### src/brake_seq_pkg.sv
package brake_seq_pkg;

  // Clock and timer tick, times are counted in ticks of one time unit.
  localparam int CLK_PERIOD_NS = 100;
  localparam int TICK_PERIOD_NS = 10_000_000;
  localparam int TICK_CYCLES_DEF = TICK_PERIOD_NS / CLK_PERIOD_NS;
  localparam int TIME_UNIT_MS = 10;
  localparam int FAULT_TIME_MS = 2000;
  localparam logic [15:0] FAULT_TICKS = 16'(FAULT_TIME_MS / TIME_UNIT_MS);

  // Register word offsets on the parameter port.
  localparam logic [7:0] ADDR_RELEASE_FREQ = 8'h00;
  localparam logic [7:0] ADDR_RELEASE_CURRENT = 8'h01;
  localparam logic [7:0] ADDR_DETECT_DELAY = 8'h02;
  localparam logic [7:0] ADDR_START_WAIT = 8'h03;
  localparam logic [7:0] ADDR_ENGAGE_FREQ = 8'h04;
  localparam logic [7:0] ADDR_STOP_WAIT = 8'h05;
  localparam logic [7:0] ADDR_ACCEL_MODE = 8'h06;
  localparam logic [7:0] ADDR_CONTROL = 8'h07;
  localparam logic [7:0] ADDR_STATUS = 8'h08;

  // Upper limits of the settings, frequency in 0.01 Hz, current in percent, time in units.
  localparam logic [15:0] FREQ_MAX = 16'h0BB8;
  localparam logic [15:0] CURRENT_MAX = 16'h00C8;
  localparam logic [15:0] DETECT_MAX = 16'h00C8;
  localparam logic [15:0] WAIT_MAX = 16'h01F4;

  // Values after reset.
  localparam logic [15:0] RST_RELEASE_FREQ = 16'h012C;
  localparam logic [15:0] RST_RELEASE_CURRENT = 16'h0082;
  localparam logic [15:0] RST_DETECT_DELAY = 16'h001E;
  localparam logic [15:0] RST_START_WAIT = 16'h001E;
  localparam logic [15:0] RST_ENGAGE_FREQ = 16'h02BC;
  localparam logic [15:0] RST_STOP_WAIT = 16'h001E;
  localparam logic [15:0] RST_ACCEL_MODE = 16'h0000;
  localparam logic [15:0] RST_CONTROL = 16'h0F14;

  // Acceleration mode selector codes.
  localparam logic [15:0] MODE_NORMAL = 16'h0000;
  localparam logic [15:0] MODE_SHORTEST = 16'h0001;
  localparam logic [15:0] MODE_SHORTEST_ALT = 16'h000B;
  localparam logic [15:0] MODE_BRAKE_FB = 16'h0007;
  localparam logic [15:0] MODE_BRAKE_TIMED = 16'h0008;

  // Terminal function codes held in the control register.
  localparam int CTRL_IN_LSB = 8;
  localparam int CTRL_OUT_LSB = 0;
  localparam logic [7:0] IN_CODE_RELEASE_DONE = 8'h0F;
  localparam logic [7:0] OUT_CODE_POS = 8'h14;
  localparam logic [7:0] OUT_CODE_NEG = 8'h78;

  // Operation mode codes reported by the drive.
  localparam logic [2:0] OPM_EXTERNAL = 3'h0;
  localparam logic [2:0] OPM_PANEL = 3'h1;
  localparam logic [2:0] OPM_COMBINED1 = 3'h2;
  localparam logic [2:0] OPM_COMBINED2 = 3'h3;
  localparam logic [2:0] OPM_NETWORK = 3'h4;

  // Fault bit positions and status register fields.
  localparam int FLT_NO_REQ = 0;
  localparam int FLT_NO_FB = 1;
  localparam int FLT_FB_LOST = 2;
  localparam int FLT_NO_ENGAGE = 3;
  localparam int STAT_STATE_LSB = 0;
  localparam int STAT_FAULT_LSB = 4;
  localparam int STAT_REQ_BIT = 8;
  localparam int STAT_DONE_BIT = 9;
  localparam int STAT_REJECT_BIT = 10;
  localparam int STAT_BYPASS_BIT = 11;

  // Sequencer states, Gray coded along the feedback-mode start and stop path.
  typedef enum logic [3:0] {
    ST_IDLE = 4'h0,
    ST_DETECT = 4'h1,
    ST_FB_WAIT = 4'h3,
    ST_START_WAIT = 4'h2,
    ST_RUN = 4'h6,
    ST_DECEL = 4'h7,
    ST_ENGAGE_WAIT = 4'h5,
    ST_STOP_WAIT = 4'h4,
    ST_FAULT = 4'hC
  } seq_state_t;

  // Programmable settings of the brake sequence.
  typedef struct packed {
    logic [15:0] release_frequency;
    logic [15:0] release_current;
    logic [15:0] current_detect_delay;
    logic [15:0] start_wait_time;
    logic [15:0] engage_frequency;
    logic [15:0] stop_wait_time;
    logic [15:0] accel_mode_select;
  } params_t;

endpackage

### src/brake_sequence_controller.sv
// Function
// - Mode selector value 0 normal, 7 sequence with feedback, 8 sequence without.
// - Speed and current thresholds met, then release request after detection delay.
// - With feedback, hold until start wait elapses after release complete, then accelerate.
// - Without feedback, hold until start wait elapses after the request, then accelerate.
// - Drop the release request once decelerating speed reaches the engage frequency.
// - With feedback, output off after stop wait from release complete going inactive.
// - Without feedback, output off after stop wait from release request dropping.
// - Frequencies accepted within 0 to 30 Hz, release not above engage.
// - Release current 0 to 200 percent of rated, default 130 percent.
// - Current detection delay 0 to 2 s, default 0.3 s.
// - Start and stop wait times 0 to 5 s, default 0.3 s each.
// - Sequence works only in external, combined 1 or network operation.
// - Release complete on input code 15; request on output code 20 or 120.
// - Any supervision fault trips: output off and release request dropped.
// - No release request more than 2 s after start gives a fault.
// - No release complete more than 2 s after the request gives a fault.
// - Release complete still on 2 s after request dropped at stop gives a fault.
// - Jog or second function at standstill suspends the sequence and wins.
// - Jog and second function are ignored while the sequence runs.
// - Automatic restart after power loss is off when a sequence mode is chosen.
`timescale 1ns/10ps
module brake_sequence_controller
  import brake_seq_pkg::*;
#(
  parameter int TICK_CYCLES = TICK_CYCLES_DEF
)
(
  input wire logic CLK,                // System clock, 10 MHz.
  input wire logic RST_N,              // Synchronous reset, active low.
  input wire logic [7:0] ADDR,         // Register word address.
  input wire logic [15:0] WR_DATA,     // Register write data.
  input wire logic WR_STB,             // Write strobe.
  input wire logic RD_STB,             // Read strobe.
  output logic [15:0] RD_DATA,         // Read data, one cycle after the strobe.
  input wire logic START_FWD,          // Forward start command.
  input wire logic START_REV,          // Reverse start command.
  input wire logic [15:0] SPEED_CMD,   // Internal speed command in 0.01 Hz.
  input wire logic [15:0] OUT_CURRENT, // Output current in percent of rated.
  input wire logic [2:0] OPER_MODE,    // Present operation mode of the drive.
  input wire logic JOG_IN,             // Jog request from its terminal.
  input wire logic SECOND_FUNC_IN,     // Second function select from its terminal.
  input wire logic RELEASE_COMPLETE,   // Brake release complete contact.
  input wire logic DRIVE_RESET,        // Drive reset, clears a latched fault.
  output logic RELEASE_OUT,            // Release request terminal, polarity by code.
  output logic OUTPUT_ON,              // Drive output stage enabled.
  output logic HOLD_FREQ,              // Hold the present output frequency.
  output logic ACCEL_EN,               // Ramp to the set speed allowed.
  output logic JOG_OUT,                // Jog request passed to the drive.
  output logic SECOND_FUNC_OUT,        // Second function passed to the drive.
  output logic AUTO_RESTART_EN,        // Automatic restart after power loss allowed.
  output logic FAULT,                  // Brake supervision trip.
  output logic [3:0] FAULT_CODE        // Sticky fault cause bits.
);

  params_t par_q;
  params_t par_d;
  logic [15:0] control_q;
  logic reject_q;
  logic reject_d;
  seq_state_t state_q;
  seq_state_t state_d;
  seq_state_t seq_next;
  logic bypass_q;
  logic bypass_d;
  logic done_q;
  logic req_q;
  logic req_d;
  logic [3:0] fault_set;
  logic [3:0] fault_code_d;
  logic tick;
  logic [15:0] seq_cnt;
  logic [15:0] sup_cnt;
  logic [15:0] rd_mux;
  logic [15:0] status_word;

  // Write decode per register.
  wire wr_rel_freq = WR_STB && ADDR == ADDR_RELEASE_FREQ;
  wire wr_rel_cur = WR_STB && ADDR == ADDR_RELEASE_CURRENT;
  wire wr_detect = WR_STB && ADDR == ADDR_DETECT_DELAY;
  wire wr_start_wait = WR_STB && ADDR == ADDR_START_WAIT;
  wire wr_eng_freq = WR_STB && ADDR == ADDR_ENGAGE_FREQ;
  wire wr_stop_wait = WR_STB && ADDR == ADDR_STOP_WAIT;
  wire wr_mode = WR_STB && ADDR == ADDR_ACCEL_MODE;
  wire wr_control = WR_STB && ADDR == ADDR_CONTROL;

  wire ok_rel_freq = WR_DATA <= FREQ_MAX && WR_DATA <= par_q.engage_frequency;
  wire ok_eng_freq = WR_DATA <= FREQ_MAX && WR_DATA >= par_q.release_frequency;
  wire ok_rel_cur = WR_DATA <= CURRENT_MAX;
  wire ok_detect = WR_DATA <= DETECT_MAX;
  wire ok_wait = WR_DATA <= WAIT_MAX;
  wire ok_mode = WR_DATA == MODE_NORMAL || WR_DATA == MODE_SHORTEST ||
                 WR_DATA == MODE_SHORTEST_ALT || WR_DATA == MODE_BRAKE_FB ||
                 WR_DATA == MODE_BRAKE_TIMED;

  // A write that fails its check leaves the setting unchanged.
  wire acc_rel_freq = wr_rel_freq && ok_rel_freq;
  wire acc_rel_cur = wr_rel_cur && ok_rel_cur;
  wire acc_detect = wr_detect && ok_detect;
  wire acc_start_wait = wr_start_wait && ok_wait;
  wire acc_eng_freq = wr_eng_freq && ok_eng_freq;
  wire acc_stop_wait = wr_stop_wait && ok_wait;
  wire acc_mode = wr_mode && ok_mode;
  wire wr_checked = wr_rel_freq || wr_rel_cur || wr_detect || wr_start_wait ||
                    wr_eng_freq || wr_stop_wait || wr_mode;
  wire wr_ok = acc_rel_freq || acc_rel_cur || acc_detect || acc_start_wait ||
               acc_eng_freq || acc_stop_wait || acc_mode;

  // Next values of the settings.
  assign par_d = '{
    release_frequency: acc_rel_freq ? WR_DATA : par_q.release_frequency,
    release_current: acc_rel_cur ? WR_DATA : par_q.release_current,
    current_detect_delay: acc_detect ? WR_DATA : par_q.current_detect_delay,
    start_wait_time: acc_start_wait ? WR_DATA : par_q.start_wait_time,
    engage_frequency: acc_eng_freq ? WR_DATA : par_q.engage_frequency,
    stop_wait_time: acc_stop_wait ? WR_DATA : par_q.stop_wait_time,
    accel_mode_select: acc_mode ? WR_DATA : par_q.accel_mode_select
  };
  assign reject_d = wr_checked ? !wr_ok : reject_q;

  wire mode_fb = par_q.accel_mode_select == MODE_BRAKE_FB;
  wire mode_timed = par_q.accel_mode_select == MODE_BRAKE_TIMED;
  wire mode_sel = mode_fb || mode_timed;

  wire opm_ok = OPER_MODE == OPM_EXTERNAL || OPER_MODE == OPM_COMBINED1 ||
                OPER_MODE == OPM_NETWORK;

  wire in_assigned = control_q[CTRL_IN_LSB +: 8] == IN_CODE_RELEASE_DONE;
  wire out_neg = control_q[CTRL_OUT_LSB +: 8] == OUT_CODE_NEG;
  wire out_assigned = out_neg || control_q[CTRL_OUT_LSB +: 8] == OUT_CODE_POS;
  wire done = RELEASE_COMPLETE && in_assigned;

  // Start, release condition and sequence enable.
  wire start_cmd = START_FWD || START_REV;
  wire rel_cond = SPEED_CMD >= par_q.release_frequency &&
                  OUT_CURRENT >= par_q.release_current;
  wire seq_en = mode_sel && opm_ok && !bypass_q;
  wire seq_en_d = mode_sel && opm_ok && !bypass_d;

  // jog or second function at standstill suspends the sequence
  assign bypass_d = (state_q == ST_IDLE) ?
                    ((JOG_IN || SECOND_FUNC_IN) || (bypass_q && start_cmd)) : bypass_q;

  // The delay timer restarts on every state change, and in detection whenever
  // the thresholds are lost, so the detection delay counts only a steady condition.
  wire seq_clr = (state_d != state_q) || (state_q == ST_DETECT && !rel_cond);
  wire sup_clr = state_d != state_q;

  tick_divider #(
    .CYCLES(TICK_CYCLES)
  ) u_tick (
    .clk(CLK),
    .rst_n(RST_N),
    .tick_q(tick)
  );

  tick_timer u_seq_timer (
    .clk(CLK),
    .rst_n(RST_N),
    .tick(tick),
    .clr(seq_clr),
    .cnt_q(seq_cnt)
  );

  tick_timer u_sup_timer (
    .clk(CLK),
    .rst_n(RST_N),
    .tick(tick),
    .clr(sup_clr),
    .cnt_q(sup_cnt)
  );

  assign fault_set[FLT_NO_REQ] = state_q == ST_DETECT && sup_cnt > FAULT_TICKS;
  assign fault_set[FLT_NO_FB] = state_q == ST_FB_WAIT && sup_cnt > FAULT_TICKS;
  assign fault_set[FLT_FB_LOST] = mode_fb && done_q && !done &&
    (state_q == ST_START_WAIT || state_q == ST_RUN || state_q == ST_DECEL);
  assign fault_set[FLT_NO_ENGAGE] = state_q == ST_ENGAGE_WAIT && sup_cnt > FAULT_TICKS;

  // set wins over the reset clear
  assign fault_code_d = (FAULT_CODE & ~{4{DRIVE_RESET}}) | fault_set;

  // Sequencer next state before fault override.
  always_comb
  begin
    seq_next = state_q;
    case (state_q)
      ST_IDLE:
        if (seq_en && start_cmd)
          seq_next = ST_DETECT;
      ST_DETECT:
        if (!start_cmd)
          seq_next = ST_IDLE;
        else if (rel_cond && seq_cnt >= par_q.current_detect_delay)
          seq_next = mode_fb ? ST_FB_WAIT : ST_START_WAIT;
      ST_FB_WAIT:
        if (!start_cmd)
          seq_next = ST_DECEL;
        else if (done)
          seq_next = ST_START_WAIT;
      ST_START_WAIT:
        if (!start_cmd)
          seq_next = ST_DECEL;
        else if (seq_cnt >= par_q.start_wait_time)
          seq_next = ST_RUN;
      ST_RUN:
        if (!start_cmd)
          seq_next = ST_DECEL;
      ST_DECEL:
        if (SPEED_CMD <= par_q.engage_frequency)
          seq_next = mode_fb ? ST_ENGAGE_WAIT : ST_STOP_WAIT;
      // wait for release complete to clear
      ST_ENGAGE_WAIT:
        if (!done)
          seq_next = ST_STOP_WAIT;
      ST_STOP_WAIT:
        if (seq_cnt >= par_q.stop_wait_time)
          seq_next = ST_IDLE;
      // leave a trip only on drive reset
      ST_FAULT:
        if (DRIVE_RESET)
          seq_next = ST_IDLE;
      default:
        seq_next = ST_IDLE;
    endcase
  end

  // any fault forces the trip state
  assign state_d = (|fault_set) ? ST_FAULT : seq_next;

  // Outputs follow the next state so that they line up with the state register.
  wire in_seq_d = state_d != ST_IDLE && state_d != ST_FAULT;
  assign req_d = state_d == ST_FB_WAIT || state_d == ST_START_WAIT ||
                 state_d == ST_RUN || state_d == ST_DECEL;
  // output stage off in a trip
  wire out_on_d = (state_d == ST_IDLE) ? (start_cmd && !seq_en_d) : (state_d != ST_FAULT);
  wire hold_d = state_d == ST_FB_WAIT || state_d == ST_START_WAIT;
  wire accel_d = state_d == ST_RUN || (state_d == ST_IDLE && start_cmd && !seq_en_d);
  wire rel_out_d = out_assigned && (out_neg ? !req_d : req_d);
  // jog and second function blocked while sequencing
  wire jog_d = JOG_IN && !in_seq_d;
  wire second_d = SECOND_FUNC_IN && !in_seq_d;
  wire restart_d = !mode_sel;

  // Register read selection, unmapped words read as zero.
  assign status_word = {4'h0, bypass_q, reject_q, done, req_q, FAULT_CODE, state_q};
  assign rd_mux = (ADDR == ADDR_RELEASE_FREQ) ? par_q.release_frequency :
                  (ADDR == ADDR_RELEASE_CURRENT) ? par_q.release_current :
                  (ADDR == ADDR_DETECT_DELAY) ? par_q.current_detect_delay :
                  (ADDR == ADDR_START_WAIT) ? par_q.start_wait_time :
                  (ADDR == ADDR_ENGAGE_FREQ) ? par_q.engage_frequency :
                  (ADDR == ADDR_STOP_WAIT) ? par_q.stop_wait_time :
                  (ADDR == ADDR_ACCEL_MODE) ? par_q.accel_mode_select :
                  (ADDR == ADDR_CONTROL) ? control_q :
                  (ADDR == ADDR_STATUS) ? status_word : 16'h0000;

  // Settings, control word and read data.
  always_ff @(posedge CLK)
  begin
    if (!RST_N)
    begin
      par_q <= '{RST_RELEASE_FREQ, RST_RELEASE_CURRENT, RST_DETECT_DELAY,
                 RST_START_WAIT, RST_ENGAGE_FREQ, RST_STOP_WAIT, RST_ACCEL_MODE};
      control_q <= RST_CONTROL;
      reject_q <= 1'b0;
      RD_DATA <= 16'h0000;
    end
    else
    begin
      par_q <= par_d;
      control_q <= wr_control ? WR_DATA : control_q;
      reject_q <= reject_d;
      RD_DATA <= RD_STB ? rd_mux : 16'h0000;
    end
  end

  // Sequencer state and suspension flag.
  always_ff @(posedge CLK)
  begin
    if (!RST_N)
    begin
      state_q <= ST_IDLE;
      bypass_q <= 1'b0;
      done_q <= 1'b0;
      req_q <= 1'b0;
    end
    else
    begin
      state_q <= state_d;
      bypass_q <= bypass_d;
      done_q <= done;
      req_q <= req_d;
    end
  end

  // Registered drive and terminal outputs.
  always_ff @(posedge CLK)
  begin
    if (!RST_N)
    begin
      RELEASE_OUT <= 1'b0;
      OUTPUT_ON <= 1'b0;
      HOLD_FREQ <= 1'b0;
      ACCEL_EN <= 1'b0;
      JOG_OUT <= 1'b0;
      SECOND_FUNC_OUT <= 1'b0;
      AUTO_RESTART_EN <= 1'b1;
      FAULT <= 1'b0;
      FAULT_CODE <= 4'h0;
    end
    else
    begin
      RELEASE_OUT <= rel_out_d;
      OUTPUT_ON <= out_on_d;
      HOLD_FREQ <= hold_d;
      ACCEL_EN <= accel_d;
      JOG_OUT <= jog_d;
      SECOND_FUNC_OUT <= second_d;
      AUTO_RESTART_EN <= restart_d;
      FAULT <= state_d == ST_FAULT;
      FAULT_CODE <= fault_code_d;
    end
  end

  chk_trip_outputs_off: assert property (
    @(posedge CLK) disable iff (!RST_N)
    state_q == ST_FAULT |-> !req_q && !OUTPUT_ON && FAULT)
    else $error("Trip state with output or release request still on.");

  chk_fault_stays_latched: assert property (
    @(posedge CLK) disable iff (!RST_N)
    state_q == ST_FAULT && !DRIVE_RESET |=> state_q == ST_FAULT)
    else $error("Fault left without a drive reset.");

  chk_no_request_trip: assert property (
    @(posedge CLK) disable iff (!RST_N)
    state_q == ST_DETECT && sup_cnt > FAULT_TICKS |=> FAULT && FAULT_CODE[FLT_NO_REQ])
    else $error("Missing release request did not trip.");

  chk_no_feedback_trip: assert property (
    @(posedge CLK) disable iff (!RST_N)
    state_q == ST_FB_WAIT && sup_cnt > FAULT_TICKS |=> FAULT && FAULT_CODE[FLT_NO_FB])
    else $error("Missing release complete did not trip.");

  chk_feedback_lost_trip: assert property (
    @(posedge CLK) disable iff (!RST_N)
    mode_fb && state_q == ST_RUN && $fell(done) |=> state_q == ST_FAULT && !req_q)
    else $error("Lost release complete did not trip.");

  chk_engage_stuck_trip: assert property (
    @(posedge CLK) disable iff (!RST_N)
    state_q == ST_ENGAGE_WAIT && done && sup_cnt > FAULT_TICKS
    |=> FAULT_CODE[FLT_NO_ENGAGE] && !OUTPUT_ON)
    else $error("Stuck release complete at stop did not trip.");

  chk_request_drops_engage: assert property (
    @(posedge CLK) disable iff (!RST_N)
    state_q == ST_DECEL && SPEED_CMD <= par_q.engage_frequency && fault_set == 4'h0
    |=> !req_q ##1 OUTPUT_ON || state_q == ST_IDLE || state_q == ST_FAULT)
    else $error("Release request not dropped at engage frequency.");

  chk_timed_start_wait: assert property (
    @(posedge CLK) disable iff (!RST_N)
    mode_timed && state_q == ST_START_WAIT && start_cmd && fault_set == 4'h0 &&
    seq_cnt >= par_q.start_wait_time |=> ACCEL_EN && !HOLD_FREQ && req_q)
    else $error("Accel not released after start wait without feedback.");

  chk_restart_blocked: assert property (
    @(posedge CLK) disable iff (!RST_N)
    mode_sel && $stable(par_q.accel_mode_select) |=> !AUTO_RESTART_EN)
    else $error("Automatic restart allowed in sequence mode.");

  chk_jog_ignored_run: assert property (
    @(posedge CLK) disable iff (!RST_N)
    state_q == ST_RUN |-> !JOG_OUT && !SECOND_FUNC_OUT)
    else $error("Jog or second function passed while sequencing.");

endmodule

### src/tick_divider.sv
`timescale 1ns/10ps
module tick_divider
  import brake_seq_pkg::*;
#(
  parameter int CYCLES = TICK_CYCLES_DEF
)
(
  input wire logic clk,    // System clock.
  input wire logic rst_n,  // Synchronous reset, active low.
  output logic tick_q      // One-cycle pulse every CYCLES clocks.
);

  logic [31:0] cnt_q;
  logic [31:0] cnt_d;
  logic wrap;

  // The counter wraps after CYCLES clocks and marks the wrap with a pulse.
  assign wrap = (cnt_q == 32'(CYCLES - 1));
  assign cnt_d = wrap ? 32'h00000000 : cnt_q + 32'h00000001;

  // Count register and tick flag.
  always_ff @(posedge clk)
  begin
    if (!rst_n)
    begin
      cnt_q <= 32'h00000000;
      tick_q <= 1'b0;
    end
    else
    begin
      cnt_q <= cnt_d;
      tick_q <= wrap;
    end
  end

endmodule

### src/tick_timer.sv
`timescale 1ns/10ps
module tick_timer
  import brake_seq_pkg::*;
(
  input wire logic clk,       // System clock.
  input wire logic rst_n,     // Synchronous reset, active low.
  input wire logic tick,      // Time unit pulse.
  input wire logic clr,       // Restart the count from zero.
  output logic [15:0] cnt_q   // Elapsed time units, saturating.
);

  logic [15:0] cnt_d;

  // Clear wins over counting; the count stops at full scale instead of wrapping.
  assign cnt_d = clr ? 16'h0000 :
                 (tick && cnt_q != 16'hFFFF) ? cnt_q + 16'h0001 : cnt_q;

  // Elapsed time register.
  always_ff @(posedge clk)
  begin
    if (!rst_n)
      cnt_q <= 16'h0000;
    else
      cnt_q <= cnt_d;
  end

endmodule

### config.mk
export PLATFORM = sky130hd
export DESIGN_NAME = brake_sequence_controller
export DESIGN_NICKNAME = d
export VERILOG_FILES = /design/src/brake_seq_pkg.sv /design/src/brake_sequence_controller.sv /design/src/tick_divider.sv /design/src/tick_timer.sv
export SDC_FILE = /design/constraint.sdc
export NUM_CORES = 1
export LEC_CHECK = 0
export BUFFER_PORTS_ARGS = -buffer_cell sky130_fd_sc_hd__buf_4
export CORE_MARGIN = 8
export CORE_UTILIZATION = 45
export DETAILED_ROUTE_END_ITERATION = 6
export HOLD_SLACK_MARGIN = 0.03
export PLACE_DENSITY = 0.76
export SLEW_MARGIN = 30
export SYNTH_ARGS = -nofsm -noshare
export SYNTH_HDL_FRONTEND = slang
export SYNTH_SLANG_ARGS = --single-unit
### constraint.sdc
create_clock -name CLK -period 3.4 [get_ports CLK]
set_input_delay 0.68 -clock CLK [delete_from_list [all_inputs] [get_ports CLK]]
set_output_delay 0.68 -clock CLK [all_outputs]
set_load 0.02 [all_outputs]
# Word-level counts from Yosys, hierarchy flattened
# Cells that the tools add are included.
# Widths: inputs -> output; s select.
# classes
n_addsub	3
n_lt_le_gt_ge	12
n_eq_ne	37
muxes	28
bitwise	4
n_reduce_logical	91
# ops
op	count
$mux 16	8
$ge 16x16->1	6
$mux 4	13
$eq 16x4->1 const B	3
$logic_and 1x1->1	41
$pmux 4 s9	1
$add 16x1->16 const B	2
$add 32x1->32 const B	1
$eq 16x3->1 const B	2
$eq 32x17->1 const B	1
$eq 8x3->1 const B	4
$le 16x16->1	2
$ne 16x16->1 const B	2
$logic_or 1x1->1	30
$eq 4x3->1 const B	6
$eq 16x1->1 const B	1
$eq 4x2->1 const B	4
$eq 8x2->1 const B	2
$eq 8x4->1 const B	2
$gt 16x8->1 const B	1
$le 16x12->1 const B	1
$le 16x8->1 const B	1
$le 16x9->1 const B	1
$logic_not 16->1	1
other kinds (23)	39
# totals
ff_bits	229
in_bits	69
elab_cells	202

# Depth between registers and ports, before layout
# Gate-level depths: netlist of the first run.
# depth
word_depth	16
ltp_mapped	12
mapped_depth_nobuf	10

# Modules after synthesis
# Synthesis of the first run repeated with hierarchy kept, for this count alone.
# unflattened
cells_unflattened	1591
area_unflattened_um2	13232.7
# modules_own_cells
module	instances	cells_each	area_each_um2
brake_sequence_controller	1	1231	9979.6
tick_timer	2	91	864.6
tick_divider	1	178	1524.0

# Least setup slack after synthesis of the first run
# No wires, ideal clock.
# synth_timing
path_kind	in2reg
startpoint	in WR_DATA[0]
endpoint	reg par_q[34] in the netlist's numbering
setup_ns	0.129
arrival_time_ns	3.182
t_required_ns	3.271
setup_slack_ns	0.089
path_stages	12
path_cell_list	clkbuf_1 -> inv_1 -> ha_1 -> nand2b_1 -> a21oi_1 -> nor2b_1 -> o21ai_0 -> a2111oi_0 -> o2111ai_1 -> clkbuf_1 -> mux2i_1 -> nand2_1
# synth_between
elab_chain_cells	3
word_cells_on_any_way	4
classes_between	2 x order compare; 2 x reduce/logical
# synth_rtl
element	line	text
from (decl)	brake_sequence_controller.sv:32	input wire logic [15:0] WR_DATA,
$le 16x12->1 or $ge 16x16->1 (tied branches)	brake_sequence_controller.sv:88	wire ok_eng_freq = WR_DATA <= FREQ_MAX && WR_DATA >= par_q.release_frequency;
$logic_and 1x1->1 (*)	brake_sequence_controller.sv:88	
$logic_and 1x1->1 (*)	brake_sequence_controller.sv:101	wire acc_eng_freq = wr_eng_freq && ok_eng_freq;
to (signal assigned)	brake_sequence_controller.sv:261	par_q <= '{RST_RELEASE_FREQ, RST_RELEASE_CURRENT, RST_DETECT_DELAY,
to (signal assigned)	brake_sequence_controller.sv:269	par_q <= par_d;
to (decl)	brake_sequence_controller.sv:56	params_t par_q;
# Every way passes the cells marked *; elsewhere a longest branch is shown, timed or not.
# A chain may end at the register's enable or synchronous reset.

# Worst setup path in the final report of the first run
# layout_timing
startpoint	reg par_q[39] in the netlist's numbering
endpoint	reg u_seq_timer.cnt_q[4]
# layout_between
elab_chain_cells	7
# layout_rtl
element	line	text
$le 16x16->1	brake_sequence_controller.sv:209	if (SPEED_CMD <= par_q.engage_frequency)
$mux 4	brake_sequence_controller.sv:209	
$pmux 4 s9	brake_sequence_controller.sv:186	case (state_q)
$mux 4	brake_sequence_controller.sv:228	assign state_d = (|fault_set) ? ST_FAULT : seq_next;
$ne 4x4->1	brake_sequence_controller.sv:146	wire seq_clr = (state_d != state_q) || (state_q == ST_DETECT && !rel_cond);
$logic_or 1x1->1	brake_sequence_controller.sv:146	
$reduce_or 2->1 (no line)	n/a	
to (signal assigned)	tick_timer.sv:24	cnt_q <= cnt_d;
to (decl)	tick_timer.sv:9	output logic [15:0] cnt_q
# No other way between the ends.

==> results of run 1 <==
==> worst max-delay path: stages, from the launching register on <==
cell	delay (ns)
dfxtp_1	0.39
inv_1	0.09
ha_1	0.31
nand2_1	0.08
or4_1	0.55
a21o_1	0.17
a31o_2	0.30
a21oi_1	0.25
o221ai_1	0.24
xnor2_2	0.21
buf_12	0.18
nor4_1	0.36
==> synth_stat cells, drive strengths merged, types with 10 or more instances <==
| cell | count |
|---|---|
| a21o | 13 |
| clkbuf | 64 |
| buf | 11 |
| a21oi | 107 |
| and3 | 61 |
| nand3 | 54 |
| nand4 | 30 |
| a211oi | 14 |
| nor2 | 137 |
| xnor2 | 24 |
| or3 | 10 |
| dfxtp | 229 |
| o21ai | 51 |
| xor2 | 32 |
| nor3 | 37 |
| ha | 132 |
| nor4 | 32 |
| mux2i | 60 |
| a221oi | 14 |
| nand2b | 22 |
| o22ai | 13 |
| nand2 | 165 |
| inv | 112 |
| and4 | 12 |
==> final cells by class <==
class,count,area [sq um]
fill,2640,13300
multi-input combinational,1131,7680
sequential,229,4580
timing repair buffer,152,1190
clock buffer,33,727
tap,384,480
inverter,112,420
clock inverter,13,155
==> cell families (layout without fill, tap and decap cells) <==
group | Yosys count | count (layout) | share of synthesized area, %
simple gates | 601 | 601 | 23.6
mux | 65 | 65 | 5.53
fa+ha+maj | 132 | 132 | 12.7
flops | 229 | 229 | 35.4
xor+xnor | 56 | 56 | 3.78
compound gates | 277 | 277 | 13.3
buf+inv | 187 | 310 | 5.67
==> path summary, 6_finish.rpt <==
path | endpoint | from | slack, ns
min reg2reg | control_q[12]$_SDFFE_PN0P_ | control_q[12]$_SDFFE_PN0P_ | 0.48
max | u_seq_timer.cnt_q[4]$_SDFFE_PP0P_ | par_q[39]$_SDFFE_PN1P_ | 0.12
max reg2reg | u_seq_timer.cnt_q[4]$_SDFFE_PP0P_ | par_q[39]$_SDFFE_PN1P_ | 0.12
min | JOG_OUT$_SDFF_PN0_ | JOG_IN | 0.39
==> sequential cells by signal, indices dropped and copies added, names as in the netlist <==
register           count
par_q                112
done_q                 1
AUTO_RESTART_EN        1
req_q                  1
u_seq_timer.cnt_q     16
u_tick.cnt_q          32
OUTPUT_ON              1
u_sup_timer.cnt_q     16
reject_q               1
SECOND_FUNC_OUT        1
RD_DATA               16
FAULT                  1
JOG_OUT                1
FAULT_CODE             4
state_q                4
bypass_q               1
control_q             16
u_tick.tick_q          1
ACCEL_EN               1
RELEASE_OUT            1
HOLD_FREQ              1
==> what timing repair did <==
| item | 4_1_cts | 5_1_grt |
|---|---|---|
| hold endpoints to repair | 0 | 0 |
| resized for setup | 0 | 4 |
| buffers inserted | 0 | 0 |
| endpoints found under the setup margin | 0 | 30 |
| hold buffers | 0 | 0 |
==> stage by stage <==
step           cells  util (%)
4_1_cts         2054      53.3
3_5_place_dp    2008      50.2
5_1_grt         2054      53.4
6_report        2054      53.4
3_3_place_gp    2008      50.2
2_1_floorplan   1547         -
==> routing by layer <==
| layer | vias up | global-route usage (%) |
|---|---|---|
| met5 | - | 0 |
| met4 | 0 | 7.02 |
| met3 | 87 | 4.86 |
| met2 | 591 | 34.2 |
| met1 | 5688 | 29.9 |
| li1 | 5715 | - |
==> report_power, final <==
group / internal [W] / switching [W] / leakage (nW) / total (W)
registers: 0.00269 / 0.00000579 / 1.85 / 0.00270
logic: 0.000155 / 0.000237 / 4.52 / 0.000392
clock network: 0.00168 / 0.00116 / 0.420 / 0.00284
total: 0.00452 / 0.00140 / 6.78 / 0.00593
==> results by group, run 1 <==
Outcome
  • Run status: completed

Clock tree
  • Clk_lat worst skew: 0.55 ns
  • TritonCTS buffer count: 26
  • Clock-pin slew on the worst setup and hold paths: 0.07 ns
  • CTS root buffer: clkbuf_16
  • CTS tree: yes
  • CTS Buffer Depth: 3
  • # clock sinks: 229
  • H-tree depth: 1

Floorplanning
  • Die W: 186 um
  • Die height: 186 um
  • Initial Util: 45.4%
  • IO Pins: 97
  • Core area: 28500 sq um
  • FP Rows: 62
  • Die area: 34500 sq um

Timing
  • Tmin final: 3.28 ns
  • Final Worst Setup Slack: 0.115 ns
  • Fin Hold WS: 0.392 ns
  • Setup TNS: 0 ns
  • Unrepaired setup endpoints after global routing: false
  • Max-slew violation count: 0
  • Max Fclk: 304 MHz
  • Final worst path period share: 96.6%
  • Worst Skew: 0.0316 ns
  • Setup violators final: 0
  • Final Hold Violating Endpoints: 0
  • Slew @ Worst Pin: 0.796 ns
  • Slew headroom: 46.9%

Global route
  • Vias in the first global route: 11400
  • First-pass GRT wire length: 60.9 mm
  • Total congestion overflow: 0
  • All-Layer GR Usage: 22.0%
  • Pin count of the biggest net entering global routing: 62
  • Initial antenna violation count: 0

Layout
  • Nets: 1853
  • Most common cell after layout, fill and taps aside: dfxtp_1
  • Design area: 15200 sq um
  • Area growth, synth to finish: 17.5%
  • Most frequent cells in the layout: dfxtp_1 (229), nand2_1 (164), buf_4 (148)
  • Layout cell share with drive strength beyond 1: 13.7%
  • ANT cells: 0

Drt
  • Final ANT Viol Nets: 0
  • DR top layer: met4
  • DRC violations left: 0
  • 1st-iter DRT viols: 1310
  • DR vias: 12100
  • Detailed Route WL: 38.9 mm
  • Pre-Repair DR Iteration Count: 6
  • Wire length on met1: 16.6 mm
  • Met3 Wirelength: 4.28 mm
  • Vias per cell: 5.88
  • DR WL/cell: 19.0 um
  • Wire length on met2: 16.9 mm

Yosys
  • Synth warn: 0
  • Cells after synthesis: 1547
  • Mapped cell area: 13000 sq um
  • Synth top area share: 35.4%
  • Mapped Nets: 1748
  • Yosys top cell by area: dfxtp_1
  • Mapped Avg Cell Area: 8.38 sq um
  • Ys async rst share: 0%
  • Number of synthesized flops with an enable pin: 0
  • Unique masters post-synth: 71
  • Synth top area cells: dfxtp_1 (35%), ha_1 (13%), nand2_1 (4.7%)
  • Synth Flop Type: dfxtp_1
  • Number of synthesized register bits: 229
  • Sequential share of the synthesized area: 35.4%

Place
  • Post-place instance area: 14300 sq um
  • Pre-CTS setup slack: -0.0781 ns
  • I/O Buffers: 96
  • DP HPWL: 29.7 mm
  • RePlAce Congestion: 0.959

Power and ir drop
  • Leak: 6.78 nW
  • Final Power: 0.00593 W
  • Peak supply drop: 305 uV
  • Pwr Density: 389 nW/um^2

Job
  • Max-Cap Viols: 0

Worst setup path
  • CP Max Fanout: 26
  • Cells on worst reg2reg path: 11
  • CP Class: flip-flop to flip-flop
  • Crit path DAT: 3.69 ns
  • Setup crit end kind: flip-flop
  • Crit path launch type: flip-flop
  • Required time worst endpoint: 3.80 ns

Worst hold path
  • Hold Path Class: input port to flip-flop
  • WHS Path Cells: 2
No activity file was read; power rests on OpenSTA's default activity.
==> run 2: changes to the inputs <==
- PLACE_DENSITY: 0.76 -> 0.74
- TNS_END_PERCENT: not set -> 10
- clock period: 3.4 -> 3.3 ns (I/O delays scaled with it)
==> results by group, run 2 (synthesis results as in run 1) <==
Timing
  • Tmin final: 3.22 ns
  • Slew @ Worst Pin: 0.751 ns
  • Final Hold Violating Endpoints: 0
  • Fin Hold WS: 0.389 ns
  • Setup TNS: 0 ns
  • Final Worst Setup Slack: 0.0796 ns
  • Slew headroom: 49.9%
  • Max-slew violation count: 0
  • Max Fclk: 311 MHz
  • Worst Skew: 0.0306 ns
  • Final worst path period share: 97.6%
  • Setup violators final: 0

Clock tree
  • Clk_lat worst skew: 0.55 ns
  • CTS tree: yes
  • CTS root buffer: clkbuf_16
  • CTS Buffer Depth: 3
  • Postcts setup bufs: 0
  • H-tree depth: 1
  • # hold bufs at CTS: 0
  • TritonCTS buffer count: 26
  • Resize count post-CTS: 0
  • # clock sinks: 229
  • Clock-pin slew on the worst setup and hold paths: 0.06 ns

Worst setup path
  • Setup crit end kind: flip-flop
  • Required time worst endpoint: 3.74 ns
  • Crit path launch type: flip-flop
  • Cells on worst reg2reg path: 12
  • CP Class: flip-flop to flip-flop
  • R2R Setup Slk: 0.08 ns
  • CP Max Fanout: 8
  • Crit path DAT: 3.66 ns
  • Worst r2r src: par_q[21]$_SDFFE_PN0P_
  • CP startpoint: par_q[21]$_SDFFE_PN0P_

Floorplanning
  • Initial Util: 45.4%
  • IO Pins: 97
  • Die height: 186 um
  • Die W: 186 um
  • Core area: 28500 sq um
  • Die area: 34500 sq um
  • FP Rows: 62

Layout
  • Area growth, synth to finish: 19.6%
  • Layout cell share with drive strength beyond 1: 14.9%
  • Nets: 1869
  • Most frequent cells in the layout: dfxtp_1 (228), nand2_1 (164), buf_4 (163)
  • Final cell utilization of the core: 54.3%
  • Largest registers: par_q x112, u_tick.cnt_q x32
  • Largest Register: par_q
  • Final cell count without fillers: 2071
  • Max reg flops: 112
  • ANT cells: 0
  • Most common cell after layout, fill and taps aside: dfxtp_1
  • Fillers: 2546

Global route
  • Total congestion overflow: 0
  • Initial antenna violation count: 1
  • First-pass GRT wire length: 61.5 mm
  • Pin count of the biggest net entering global routing: 71
  • Vias in the first global route: 11600
  • All-Layer GR Usage: 22.2%

Drt
  • Pre-Repair DR Iteration Count: 7
  • DR WL/cell: 18.9 um
  • 1st-iter DRT viols: 1314
  • Vias per cell: 5.84
  • DR vias: 12100
  • Detailed Route WL: 39.1 mm
  • Final ANT Viol Nets: 0
  • DRC violations left: 0

Power and ir drop
  • Peak supply drop: 392 uV
  • Pwr Density: 418 nW/um^2
  • Leak: 6.93 nW

Place
  • I/O Buffers: 96
  • RePlAce Congestion: 0.960
  • Pre-CTS setup slack: -0.199 ns
  • Placed insts: 2024
  • DP HPWL: 29.5 mm

Worst hold path
  • WHS Path Cells: 2
  • Min-Delay Startpoint: SECOND_FUNC_IN
  • Hold Path Class: input port to flip-flop

Outcome
  • Run status: completed

Job
  • Max-Cap Viols: 0
==> run 2: changes by cell type in the layout (fill, tap and decap cells not counted), sizes merged <==
cell	previous run	this run
buf	152	168
bufinv	2	7
clkbuf	33	31
inv	114	112
==> run 2: layer usage <==
| layer | wire length, um | track usage [%] | vias to the layer above | share of wire (%) |
|---|---|---|---|---|
| li1 | - | - | 5752 | - |
| met4 | 1210 | 7.59 | 2 | 3.1 |
| met5 | 13 | 0 | - | 0.033 |
| met2 | 17000 | 34.6 | 548 | 43 |
| met1 | 16900 | 29.0 | 5695 | 43 |
| met3 | 4020 | 6.25 | 104 | 10 |
==> run 2: layout make-up <==
class,instances,area [sq um],area share [%]
Tap cell,384,480,3.10
Sequential cell,229,4590,29.6
Timing Repair Buffer,168,1320,8.54
Clock inverter,16,277,1.78
Inverter,112,420,2.71
Clock buffer,31,719,4.64
Multi-Input combinational cell,1131,7690,49.6
==> run 2: worst max-delay path, cell delays in order (launching register included) <==
cell	delay, ns
dfxtp_1	0.38
inv_1	0.08
ha_1	0.33
a21o_1	0.21
a2111oi_2	0.36
o21ai_1	0.18
a211oi_2	0.21
buf_4	0.14
or4_1	0.13
a2bb2oi_1	0.07
or4_4	0.57
buf_4	0.21
nor4_2	0.25
==> run 2: path summary, 6_finish.rpt <==
kind	end
max reg2reg	u_seq_timer.cnt_q[13]$_SDFFE_PP0P_
max	u_seq_timer.cnt_q[13]$_SDFFE_PP0P_
min	SECOND_FUNC_OUT$_SDFF_PN0_
min reg2reg	u_tick.cnt_q[0]$_SDFF_PP0_
==> run 2: through the flow <==
stage,cell area (sq um),power [W]
2_1_floorplan,13000,0.00305
3_3_place_gp,14500,0.00323
3_5_place_dp,14500,0.00324
4_1_cts,15500,0.00650
5_1_grt,15500,0.00667
6_report,15500,0.00648
==> run 2: report_power, final <==
| group | internal, W | leakage [nW] | total, W | switching [W] |
|---|---|---|---|---|
| sequential | 0.00277 | 1.85 | 0.00278 | 0.00000629 |
| combinational | 0.000170 | 4.60 | 0.000416 | 0.000247 |
| clock | 0.00210 | 0.478 | 0.00329 | 0.00119 |
| total | 0.00504 | 6.93 | 0.00648 | 0.00144 |
